==> config.mk <==
export PLATFORM = sky130hd
export DESIGN_NAME = power_accumulator
export DESIGN_NICKNAME = d
export VERILOG_FILES = /design/src/rtl/power_acc_pkg.sv /design/src/rtl/power_accumulator.sv /design/src/rtl/acc_mem.sv
export SDC_FILE = /design/constraint.sdc
export NUM_CORES = 2
export LEC_CHECK = 0
export BUFFER_PORTS_ARGS = -buffer_cell sky130_fd_sc_hd__buf_2
export CAP_MARGIN = 25
export CELL_PAD_IN_SITES_DETAIL_PLACEMENT = 0
export CELL_PAD_IN_SITES_GLOBAL_PLACEMENT = 1
export CORE_ASPECT_RATIO = 0.6
export CORE_MARGIN = 2
export CORE_UTILIZATION = 45
export CTS_CLUSTER_SIZE = 16
export DETAILED_ROUTE_END_ITERATION = 10
export MAX_ROUTING_LAYER = met4
export PLACE_DENSITY = 0.83
export SYNTH_ARGS = -nofsm -noshare
export SYNTH_HDL_FRONTEND = slang
export SYNTH_SLANG_ARGS = --single-unit
==> constraint.sdc <==
create_clock -name CLK -period 6.9 [get_ports CLK]
set_clock_uncertainty 0.1 [all_clocks]
set_input_delay 1.035 -clock CLK [delete_from_list [all_inputs] [get_ports CLK]]
set_output_delay 1.035 -clock CLK [all_outputs]
set_load 0.02 [all_outputs]
==> src/rtl/power_acc_pkg.sv <==
// constants shared by the power accumulator and its accumulator memory
// assumes a 250 MHz system clock and four monitored channels
package power_acc_pkg;

    // ==========================================================
    // clock and accumulation rate
    localparam int CLK_HZ = 250_000_000;
    localparam int ACC_RATE_HZ = 1024;
    localparam int TICK_CYCLES = CLK_HZ / ACC_RATE_HZ;
    localparam int SLOW_FACTOR = 4;

    // ==========================================================
    // data widths
    localparam int NUM_CH = 4;
    localparam int CH_W = 2;
    localparam int ADC_W = 13;
    localparam int CUR_W = 16;
    localparam int VOLT_W = 14;
    localparam int PROD_W = 30;
    localparam int ACC_W = 56;
    localparam int CNT_W = 24;
    localparam int GAIN_SHIFT = 3;
    localparam logic [ADC_W-1:0] HI_GAIN_LIMIT = 13'h1F00;
    localparam logic [ACC_W-1:0] ACC_MAX = 56'hFF_FFFF_FFFF_FFFF;

    // ==========================================================
    // command codes and byte counts
    localparam logic [7:0] CMD_UPDATE = 8'h00;
    localparam logic [7:0] CMD_CTRL = 8'h01;
    localparam logic [7:0] CMD_COUNT = 8'h02;
    localparam logic [7:0] CMD_PWR1 = 8'h03;
    localparam logic [7:0] CMD_PWR4 = 8'h06;
    localparam logic [7:0] CMD_VOLT1 = 8'h07;
    localparam logic [7:0] CMD_VOLT4 = 8'h0A;
    localparam logic [7:0] CMD_DID = 8'h0F;
    localparam logic [3:0] LEN_NONE = 4'h0;
    localparam logic [3:0] LEN_BYTE = 4'h1;
    localparam logic [3:0] LEN_VOLT = 4'h2;
    localparam logic [3:0] LEN_COUNT = 4'h3;
    localparam logic [3:0] LEN_PWR = 4'h7;
    localparam logic [3:0] LEN_BAD = 4'hF;
    localparam logic [7:0] READ_FILL = 8'hFF;

    // ==========================================================
    // reset values
    localparam logic [7:0] CTRL_RST = 8'h00;
    localparam int CTRL_SLOW_BIT = 1;
    // arbitrary identification value
    localparam logic [7:0] DEVICE_ID_DEF = 8'h5A;
    // pin vector order: addr[6:0], slow, power_down_n, sda, scl
    localparam logic [10:0] PIN_RST = 11'h003;

endpackage

==> src/rtl/power_accumulator.sv <==
// four-channel power accumulator with a serial-bus slave port
// assumes ADC results arrive on the CLK domain; bus and strap pins are asynchronous
`timescale 1ns/1ns
module power_accumulator #(
    parameter int TICK_CYCLES = power_acc_pkg::TICK_CYCLES,
    parameter int SLOW_FACTOR = power_acc_pkg::SLOW_FACTOR,
    parameter logic [7:0] DEVICE_ID = power_acc_pkg::DEVICE_ID_DEF
) (
    input wire logic CLK,
    input wire logic SYS_RST,
    input wire logic SCL_IN,
    input wire logic SDA_IN,
    output logic SDA_OUT,
    output logic SDA_OE,
    input wire logic POWER_DOWN_N,
    input wire logic SLOW_IN,
    input wire logic [6:0] ADDR_SEL,
    output logic SAMPLE_REQ,
    output logic [1:0] SAMPLE_CH,
    input wire logic ADC_VALID,
    input wire logic [13:0] VOLT_SAMPLE,
    input wire logic [12:0] CUR_HI_SAMPLE,
    input wire logic [12:0] CUR_LO_SAMPLE
);
    localparam int TW = $clog2(TICK_CYCLES + 1);
    localparam int SW = $clog2(SLOW_FACTOR + 1);

    typedef enum logic [2:0] {S_IDLE, S_REQ, S_WAIT, S_ADD, S_XREAD, S_XWRITE} seq_e;
    typedef enum logic [2:0] {I_IDLE, I_ADDR, I_CMD, I_WDATA, I_ACK, I_TX, I_RACK} bus_e;

    // ==========================================================
    // decoding shared by acknowledge and readout
    function automatic logic [3:0] cmd_len(input logic [7:0] c);
        if (c == power_acc_pkg::CMD_UPDATE) return power_acc_pkg::LEN_NONE;
        if (c == power_acc_pkg::CMD_CTRL || c == power_acc_pkg::CMD_DID) begin
            return power_acc_pkg::LEN_BYTE;
        end
        if (c == power_acc_pkg::CMD_COUNT) return power_acc_pkg::LEN_COUNT;
        if (c >= power_acc_pkg::CMD_PWR1 && c <= power_acc_pkg::CMD_PWR4) begin
            return power_acc_pkg::LEN_PWR;
        end
        if (c >= power_acc_pkg::CMD_VOLT1 && c <= power_acc_pkg::CMD_VOLT4) begin
            return power_acc_pkg::LEN_VOLT;
        end
        return power_acc_pkg::LEN_BAD;
    endfunction

    // block reads lead with the byte count, then the value top byte first
    function automatic logic [7:0] get_byte(input logic [55:0] v, input logic [3:0] n,
                                            input logic [3:0] i);
        logic [5:0] sh;
        sh = {3'(n - i), 3'h0};
        if (n == power_acc_pkg::LEN_BAD) return power_acc_pkg::READ_FILL;
        if (n == power_acc_pkg::LEN_BYTE) return (i == 4'h0) ? v[7:0] : power_acc_pkg::READ_FILL;
        if (i == 4'h0) return {4'h0, n};
        if (i > n) return power_acc_pkg::READ_FILL;
        return 8'(v >> sh);
    endfunction

    // ==========================================================
    // pin synchronisers
    logic [10:0] pin_m_reg;
    logic [10:0] pin_s_reg;
    logic scl_d_reg;
    logic sda_d_reg;
    wire [10:0] pins = {ADDR_SEL, SLOW_IN, POWER_DOWN_N, SDA_IN, SCL_IN};

    always_ff @(posedge CLK) begin
        if (SYS_RST) begin
            pin_m_reg <= power_acc_pkg::PIN_RST;
            pin_s_reg <= power_acc_pkg::PIN_RST;
            scl_d_reg <= 1'b1;
            sda_d_reg <= 1'b1;
        end else begin
            pin_m_reg <= pins;
            pin_s_reg <= pin_m_reg;
            scl_d_reg <= pin_s_reg[0];
            sda_d_reg <= pin_s_reg[1];
        end
    end

    wire scl_s = pin_s_reg[0];
    wire sda_s = pin_s_reg[1];
    wire pdn_n_s = pin_s_reg[2];
    wire slow_s = pin_s_reg[3];
    wire [6:0] addr_s = pin_s_reg[10:4];
    wire rst = SYS_RST | ~pdn_n_s;
    wire scl_rise = scl_s & ~scl_d_reg;
    wire scl_fall = ~scl_s & scl_d_reg;
    wire bus_start = scl_s & scl_d_reg & sda_d_reg & ~sda_s;
    wire bus_stop = scl_s & scl_d_reg & ~sda_d_reg & sda_s;

    // ==========================================================
    // state
    seq_e sst_reg;
    bus_e bst_reg;
    bus_e nxt_reg;
    logic [1:0] ch_reg;
    logic tick_pend_reg;
    logic upd_pend_reg;
    logic upd_req_reg;
    logic [29:0] prod_reg;
    logic [23:0] cnt_reg;
    logic [23:0] snap_cnt_reg;
    logic [55:0] snap_acc_reg [4];
    logic [13:0] volt_reg [4];
    logic ovf_reg;
    logic [7:0] ctrl_reg;
    logic ctrl_wr_reg;
    logic [6:0] addr_reg;
    logic addr_ok_reg;
    logic [TW-1:0] tick_cnt_reg;
    logic [SW-1:0] slow_cnt_reg;
    logic [3:0] bit_cnt_reg;
    logic [7:0] sh_reg;
    logic byte_done_reg;
    logic host_ack_reg;
    logic [7:0] ptr_reg;
    logic [3:0] idx_reg;
    logic [55:0] rd_data;

    // ==========================================================
    // datapath
    wire cur_hi_ok = CUR_HI_SAMPLE < power_acc_pkg::HI_GAIN_LIMIT;
    wire [15:0] cur_val = cur_hi_ok ? {3'h0, CUR_HI_SAMPLE} : {CUR_LO_SAMPLE, 3'h0};
    wire [29:0] prod_w = {14'h0, cur_val} * {16'h0, VOLT_SAMPLE};
    wire [56:0] sum_w = {1'b0, rd_data} + {27'h0, prod_reg};
    wire [55:0] sat_w = sum_w[56] ? power_acc_pkg::ACC_MAX : sum_w[55:0];
    wire sat_evt = (sst_reg == S_ADD) & sum_w[56];
    wire acc_last = (sst_reg == S_ADD) & (ch_reg == 2'h3);
    wire xfer_last = (sst_reg == S_XWRITE) & (ch_reg == 2'h3);
    wire mem_wr = (sst_reg == S_ADD) | (sst_reg == S_XWRITE);
    wire [55:0] mem_wr_data = (sst_reg == S_ADD) ? sat_w : 56'h0;
    wire slow_eff = slow_s | ctrl_reg[power_acc_pkg::CTRL_SLOW_BIT];
    wire tick = tick_cnt_reg == TW'(TICK_CYCLES - 1);
    wire fire = tick & (~slow_eff | (slow_cnt_reg == SW'(SLOW_FACTOR - 1)));
    wire ovf_next = sat_evt | (ctrl_wr_reg ? (ovf_reg & ctrl_reg[0]) : ovf_reg);

    // one word per channel
    acc_mem #(.W(56), .DEPTH(4), .AW(2)) u_mem (
        .clk(CLK),
        .rst(rst),
        .wr_en(mem_wr),
        .wr_addr(ch_reg),
        .wr_data(mem_wr_data),
        .rd_addr(ch_reg),
        .rd_data(rd_data)
    );

    // ==========================================================
    // rate tick
    always_ff @(posedge CLK) begin
        if (rst) begin
            tick_cnt_reg <= '0;
            slow_cnt_reg <= '0;
        end else begin
            tick_cnt_reg <= tick ? '0 : TW'(tick_cnt_reg + 1'b1);
            if (tick) begin
                slow_cnt_reg <= (fire || !slow_eff) ? '0 : SW'(slow_cnt_reg + 1'b1);
            end
        end
    end

    // ==========================================================
    // sampling and accumulation sequencer
    always_ff @(posedge CLK) begin
        if (rst) begin
            sst_reg <= S_IDLE;
            ch_reg <= 2'h0;
            tick_pend_reg <= 1'b0;
            upd_pend_reg <= 1'b0;
            prod_reg <= '0;
            cnt_reg <= '0;
            snap_cnt_reg <= '0;
            SAMPLE_REQ <= 1'b0;
            ovf_reg <= 1'b0;
            for (int i = 0; i < 4; i++) begin
                snap_acc_reg[i] <= '0;
                volt_reg[i] <= '0;
            end
        end else begin
            SAMPLE_REQ <= sst_reg == S_REQ;
            // a new request in the cycle a pending one retires is kept
            upd_pend_reg <= upd_req_reg | (upd_pend_reg & ~xfer_last);
            tick_pend_reg <= fire | (tick_pend_reg & ~acc_last);
            ovf_reg <= ovf_next;
            unique case (sst_reg)
                S_IDLE: begin
                    ch_reg <= 2'h0;
                    // a round in progress always finishes before a transfer
                    if (upd_pend_reg) begin
                        sst_reg <= S_XREAD;
                    end else if (tick_pend_reg) begin
                        sst_reg <= S_REQ;
                    end
                end
                S_REQ: sst_reg <= S_WAIT;
                S_WAIT: begin
                    if (ADC_VALID) begin
                        prod_reg <= prod_w;
                        volt_reg[ch_reg] <= VOLT_SAMPLE;
                        sst_reg <= S_ADD;
                    end
                end
                S_ADD: begin
                    if (ch_reg == 2'h3) begin
                        cnt_reg <= 24'(cnt_reg + 1'b1);
                        sst_reg <= S_IDLE;
                    end else begin
                        ch_reg <= 2'(ch_reg + 1'b1);
                        sst_reg <= S_REQ;
                    end
                end
                S_XREAD: sst_reg <= S_XWRITE;
                S_XWRITE: begin
                    snap_acc_reg[ch_reg] <= rd_data;
                    if (ch_reg == 2'h3) begin
                        snap_cnt_reg <= cnt_reg;
                        cnt_reg <= '0;
                        sst_reg <= S_IDLE;
                    end else begin
                        ch_reg <= 2'(ch_reg + 1'b1);
                        sst_reg <= S_XREAD;
                    end
                end
            endcase
        end
    end

    // ==========================================================
    // readout selection
    wire [3:0] ptr_len = cmd_len(ptr_reg);
    wire ptr_ok = ptr_len != power_acc_pkg::LEN_BAD;
    wire [1:0] pwr_idx = 2'(ptr_reg - power_acc_pkg::CMD_PWR1);
    wire [1:0] volt_idx = 2'(ptr_reg - power_acc_pkg::CMD_VOLT1);
    wire [55:0] sel_val =
        (ptr_reg == power_acc_pkg::CMD_CTRL) ? {48'h0, ctrl_reg[7:1], ovf_reg} :
        (ptr_reg == power_acc_pkg::CMD_DID) ? {48'h0, DEVICE_ID} :
        (ptr_reg == power_acc_pkg::CMD_COUNT) ? {32'h0, snap_cnt_reg} :
        (ptr_len == power_acc_pkg::LEN_PWR) ? snap_acc_reg[pwr_idx] :
        {40'h0, volt_reg[volt_idx], 2'h0};
    wire [7:0] tx_byte = get_byte(sel_val, ptr_len, idx_reg);
    wire addr_hit = addr_ok_reg & (sh_reg[7:1] == addr_reg);
    wire cmd_ok = cmd_len(sh_reg) != power_acc_pkg::LEN_BAD;
    wire byte_ack = (bst_reg == I_ADDR) ? addr_hit :
                    (bst_reg == I_CMD) ? cmd_ok : (ptr_reg == power_acc_pkg::CMD_CTRL);
    wire [3:0] idx_inc = (idx_reg == 4'hF) ? 4'hF : 4'(idx_reg + 1'b1);

    // ==========================================================
    // serial-bus slave
    always_ff @(posedge CLK) begin
        if (rst) begin
            bst_reg <= I_IDLE;
            nxt_reg <= I_IDLE;
            bit_cnt_reg <= 4'h0;
            sh_reg <= 8'h0;
            byte_done_reg <= 1'b0;
            host_ack_reg <= 1'b0;
            SDA_OE <= 1'b0;
            SDA_OUT <= 1'b0;
            ptr_reg <= power_acc_pkg::CMD_CTRL;
            idx_reg <= 4'h0;
            ctrl_reg <= power_acc_pkg::CTRL_RST;
            ctrl_wr_reg <= 1'b0;
            upd_req_reg <= 1'b0;
            addr_reg <= 7'h0;
            addr_ok_reg <= 1'b0;
        end else begin
            upd_req_reg <= 1'b0;
            ctrl_wr_reg <= 1'b0;
            SDA_OUT <= 1'b0;
            if (!addr_ok_reg) begin
                addr_reg <= addr_s;
                addr_ok_reg <= 1'b1;
            end
            if (bus_start) begin
                bst_reg <= I_ADDR;
                bit_cnt_reg <= 4'h0;
                byte_done_reg <= 1'b0;
                SDA_OE <= 1'b0;
            end else if (bus_stop) begin
                bst_reg <= I_IDLE;
                SDA_OE <= 1'b0;
            end else if (scl_rise) begin
                if (bst_reg == I_ADDR || bst_reg == I_CMD || bst_reg == I_WDATA) begin
                    sh_reg <= {sh_reg[6:0], sda_s};
                    bit_cnt_reg <= 4'(bit_cnt_reg + 1'b1);
                    byte_done_reg <= bit_cnt_reg == 4'h7;
                end else if (bst_reg == I_RACK) begin
                    host_ack_reg <= ~sda_s;
                    if (!sda_s) begin
                        idx_reg <= idx_inc;
                    end
                end
            end else if (scl_fall) begin
                if (byte_done_reg) begin
                    // ninth clock: acknowledge or leave the line released
                    byte_done_reg <= 1'b0;
                    bit_cnt_reg <= 4'h0;
                    bst_reg <= I_ACK;
                    SDA_OE <= byte_ack;
                    nxt_reg <= I_IDLE;
                    if (bst_reg == I_ADDR && addr_hit) begin
                        nxt_reg <= sh_reg[0] ? I_TX : I_CMD;
                        idx_reg <= 4'h0;
                    end else if (bst_reg == I_CMD) begin
                        ptr_reg <= sh_reg;
                        nxt_reg <= cmd_ok ? I_WDATA : I_IDLE;
                        upd_req_reg <= sh_reg == power_acc_pkg::CMD_UPDATE;
                    end else if (bst_reg == I_WDATA && ptr_reg == power_acc_pkg::CMD_CTRL) begin
                        ctrl_reg <= sh_reg;
                        ctrl_wr_reg <= 1'b1;
                    end
                end else if (bst_reg == I_ACK || (bst_reg == I_RACK && host_ack_reg)) begin
                    bst_reg <= (bst_reg == I_RACK) ? I_TX : nxt_reg;
                    SDA_OE <= (bst_reg == I_RACK || nxt_reg == I_TX) & ~tx_byte[7];
                    sh_reg <= {tx_byte[6:0], 1'b0};
                end else if (bst_reg == I_RACK) begin
                    bst_reg <= I_IDLE;
                end else if (bst_reg == I_TX) begin
                    if (bit_cnt_reg == 4'h7) begin
                        SDA_OE <= 1'b0;
                        bst_reg <= I_RACK;
                        bit_cnt_reg <= 4'h0;
                    end else begin
                        SDA_OE <= ~sh_reg[7];
                        sh_reg <= {sh_reg[6:0], 1'b0};
                        bit_cnt_reg <= 4'(bit_cnt_reg + 1'b1);
                    end
                end
            end
        end
    end

    assign SAMPLE_CH = ch_reg;
endmodule

==> src/rtl/acc_mem.sv <==
// per-channel accumulator storage with registered read data
// assumes one write and one read per cycle from the same clock
`timescale 1ns/1ns
module acc_mem #(
    parameter int W = power_acc_pkg::ACC_W,
    parameter int DEPTH = power_acc_pkg::NUM_CH,
    parameter int AW = power_acc_pkg::CH_W
) (
    input wire logic clk,
    input wire logic rst,
    input wire logic wr_en,
    input wire logic [AW-1:0] wr_addr,
    input wire logic [W-1:0] wr_data,
    input wire logic [AW-1:0] rd_addr,
    output logic [W-1:0] rd_data
);
    logic [W-1:0] mem [DEPTH];

    // all words clear at reset so the first readout shows zeros
    always_ff @(posedge clk) begin
        if (rst) begin
            for (int i = 0; i < DEPTH; i++) begin
                mem[i] <= '0;
            end
            rd_data <= '0;
        end else begin
            if (wr_en) begin
                mem[wr_addr] <= wr_data;
            end
            rd_data <= mem[rd_addr];
        end
    end
endmodule

==> results.toml <==
[global_route]
groute.layer.met2.usage_pct = 31.86
groute.layer.met1.usage_pct = 39.48
grt.total_usage_pct = 24.75
global_route.usage.met3_pct = 5.774
largest_net_degree_at_the_start_of_global_routing = 59
grt_pass1_vias = 28860
globalRoute.busiestLayer = "met1"
globalRouteOverflowTotal = 0
global_route_wire_length_before_repair_mm = 176.6
antenna_found_initial = 1

[yosys]
post_synthesis_average_cell_area_um2 = 10.97
seq_area_frac_synth_pct = 47.50
synthesis.instances = 3823
synthDominantCellAreaShare_pct = 36.09
post_synth_instance_area_mm2 = 0.04194
synth-warning-count = 0
synth.top_cells.by_area = "edfxtp_1, dfxtp_1, fa_1, mux4_2, and2_1"
yosysUniqueCellTypes = 83
postSynthRegisterBits = 743
syn-num-nets = 4189
asyncSetResetFlopFracSynth_pct = 0
synthDominantAreaCellType = "edfxtp_1"
synth_top_flop_cell = "edfxtp_1"
synth-edff-count = 504
cell_types_with_the_highest_counts_after_synthesis = "edfxtp_1, nor2_1, and2_1"
synthMostInstantiatedCell = "edfxtp_1"

[die]
pin_count = 59
total_die_area_mm2 = 0.09574
row_count = 86
floorplan.initialDensity_pct = 45.53
floorplan.die.height_um = 240.5
die-width_um = 398.1
floorplan.core_area_mm2 = 0.09211

[sta]
relSlewSlack_pct = 31.80
max_slew.worst_pin.slew_ps = 1020
finalMaxSlewViolations = 0
setup_violations = 0
post-route-min-period_ps = 6770
max_clock_freq_mhz = 147.7
totalNegativeSetupSlack_ps = 0
min_period_over_period_pct = 98.12
report.final.hold_viol_count = 0

[setup_path]
critical_setup_path_kind = "in2reg"
worstSetupEndpointType = "flip-flop"
critical_path_peak_fanout = 8
critical_path_arrival_ps = 7220
worst-endpoint-required_ps = 7350
crit_path_start_kind = "input pin"

[clock_tree]
tritoncts = "done"
cts_inserted_buffers = 67
clk_root_buffer_cell = "clkbuf_16"
clock_sink_count = 743
cts.reportedPaths.clkPinSlew_ps = 60
clock_path_buffers = 3
clk-insertion-delay-late_ps = 670
cts_max_level = 3

[cells_and_area]
number_of_nets_in_the_final_layout = 4231
antennaDiodeCount = 0
drive_above_1_share_pct = 14.52
num-fill-cells = 8104
final-instance-count-excl-fill = 5151
areaGrowthSynthToFinish_pct = 11.69

[routing]
finalWirelength_mm = 113.3
drt_drc_violations_left = 0
drt.antenna.violating_nets = 0
initialDrtViolationCount = 3282
vias = 29780
dr.pass1.iters = 8
viasPerCell = 5.782
post_drt_wl_per_cell_um = 22.00

[placed_design]
place.detailed.hpwl_mm = 78.62
portBuffers = 57
gp_congestion = 0.9237
dp.cells = 5020

[power]
power_density_mw_per_mm2 = 292.0
p_leak_uw = 0.01899
maximum_resistive_drop_on_vdd_mv = 0.5081

[run]
drv.max_cap_violation_count = 0

[min_path]
hold_class = "reg2reg"

[status]
run_status = "finished clean"
[through the flow]
stage	total power (µW)	utilization (%)	hold slack [ps]	cell area, µm²	setup slack (ps)
6_report	13680	50.86	304.5	46840	130.0
5_1_grt	14510	50.86	328.7	46840	-41.76
4_1_cts	13420	50.57	305.6	46580	95.84
3_5_place_dp	9535	48.13	295.8	44340	-582.9
3_3_place_gp	9480	48.11	302.6	44320	-509.7
2_1_floorplan	7854	-	289.5	42160	1.346
[logic make-up after synthesis]
logic type               count (synthesis)  share of synthesized area (%)
flip-flops                             743                          47.50
adder cells (fa/ha/maj)                312                          12.30
multiplexers                           173                          7.930
AND/OR/NAND/NOR                       1494                          17.90
buffers and inverters                  478                          4.383
XOR/XNOR                                90                          1.880
AO/OA/AOI/OAI                          532                          8.109
other                                    1                       0.008942
[placed cells by master, fill, tap and decap left out, types with 75 or more instances in the layout]
cell / synthesis / final
inv_1: 230 / 221
edfxtp_1: 504 / 504
and2_1: 350 / 341
nor2_1: 362 / 357
fa_1: 167 / 165
mux4_2: 126 / 126
nand2_1: 335 / 334
nor3_1: 79 / 76
buf_4: 5 / 153
dfxtp_1: 239 / 236
ha_1: 145 / 135
a21oi_1: 195 / 190
o21ai_0: 89 / 79
and3_1: 127 / 126
nand3_1: 77 / 75
[cell type report]
class | instances | area, µm² | share of cell area (%)
multi-input combinational | 2603 | 20680 | 44.15
sequential | 743 | 19930 | 42.55
clock buffer | 90 | 1898 | 4.052
timing repair buffer | 219 | 1580 | 3.373
tap | 1232 | 1541 | 3.291
inverter | 231 | 869.6 | 1.856
clock inverter | 33 | 344.1 | 0.7345
[power breakdown]
group | leakage [µW] | switching (µW) | internal (µW)
logic | 0.00993 | 2600 | 2360
registers | 0.00796 | 28.2 | 4800
clock network | 0.00109 | 1750 | 2150
total | 0.0190 | 4370 | 9300
[critical path: stages]
cell and delay (ps):
buf_6 70, and3_4 180, nand3_4 140, mux2_4 370, buf_6 120, and2_4 150, fa_1 550, inv_2 40
fa_1 500, inv_1 50, fa_1 520, inv_2 40, fa_1 530, inv_2 50, fa_1 520, inv_2 40
fa_2 530, inv_2 50, ha_4 150, and4_1 160, a211oi_2 140, a21bo_4 270, a311oi_2 240, buf_4 200
nor2_4 50, o41ai_4 290, or4_1 150, nand3_1 70
[worst paths after layout]
check | start | endpoint | cells past startpoint | slack (ps)
worst max-delay path | CUR_HI_SAMPLE[11] | prod_reg[28] | 28 | 130
worst min-delay path | pin_m_reg[1] | pin_s_reg[1] | 1 | 300
worst max register to register | ptr_reg[1] | sh_reg[4] | 12 | 2250
worst min register to register | pin_m_reg[1] | pin_s_reg[1] | 1 | 300
[per-layer routing]
| metal | part of all wire, % | up-vias |
|---|---|---|
| li1 | - | 13520 |
| met1 | 49 | 14860 |
| met2 | 39 | 1305 |
| met3 | 11 | 103 |
| met4 | 1.1 | 0 |
| met5 | 0 | - |
[timing repair]
item / in CTS / in global routing
hold buffers: 0 / 0
setup buffers: 0 / 5
resized for setup: 0 / 50
endpoints found under the setup margin: 0 / 12
Note: power is estimated with default switching activity, not from simulation.
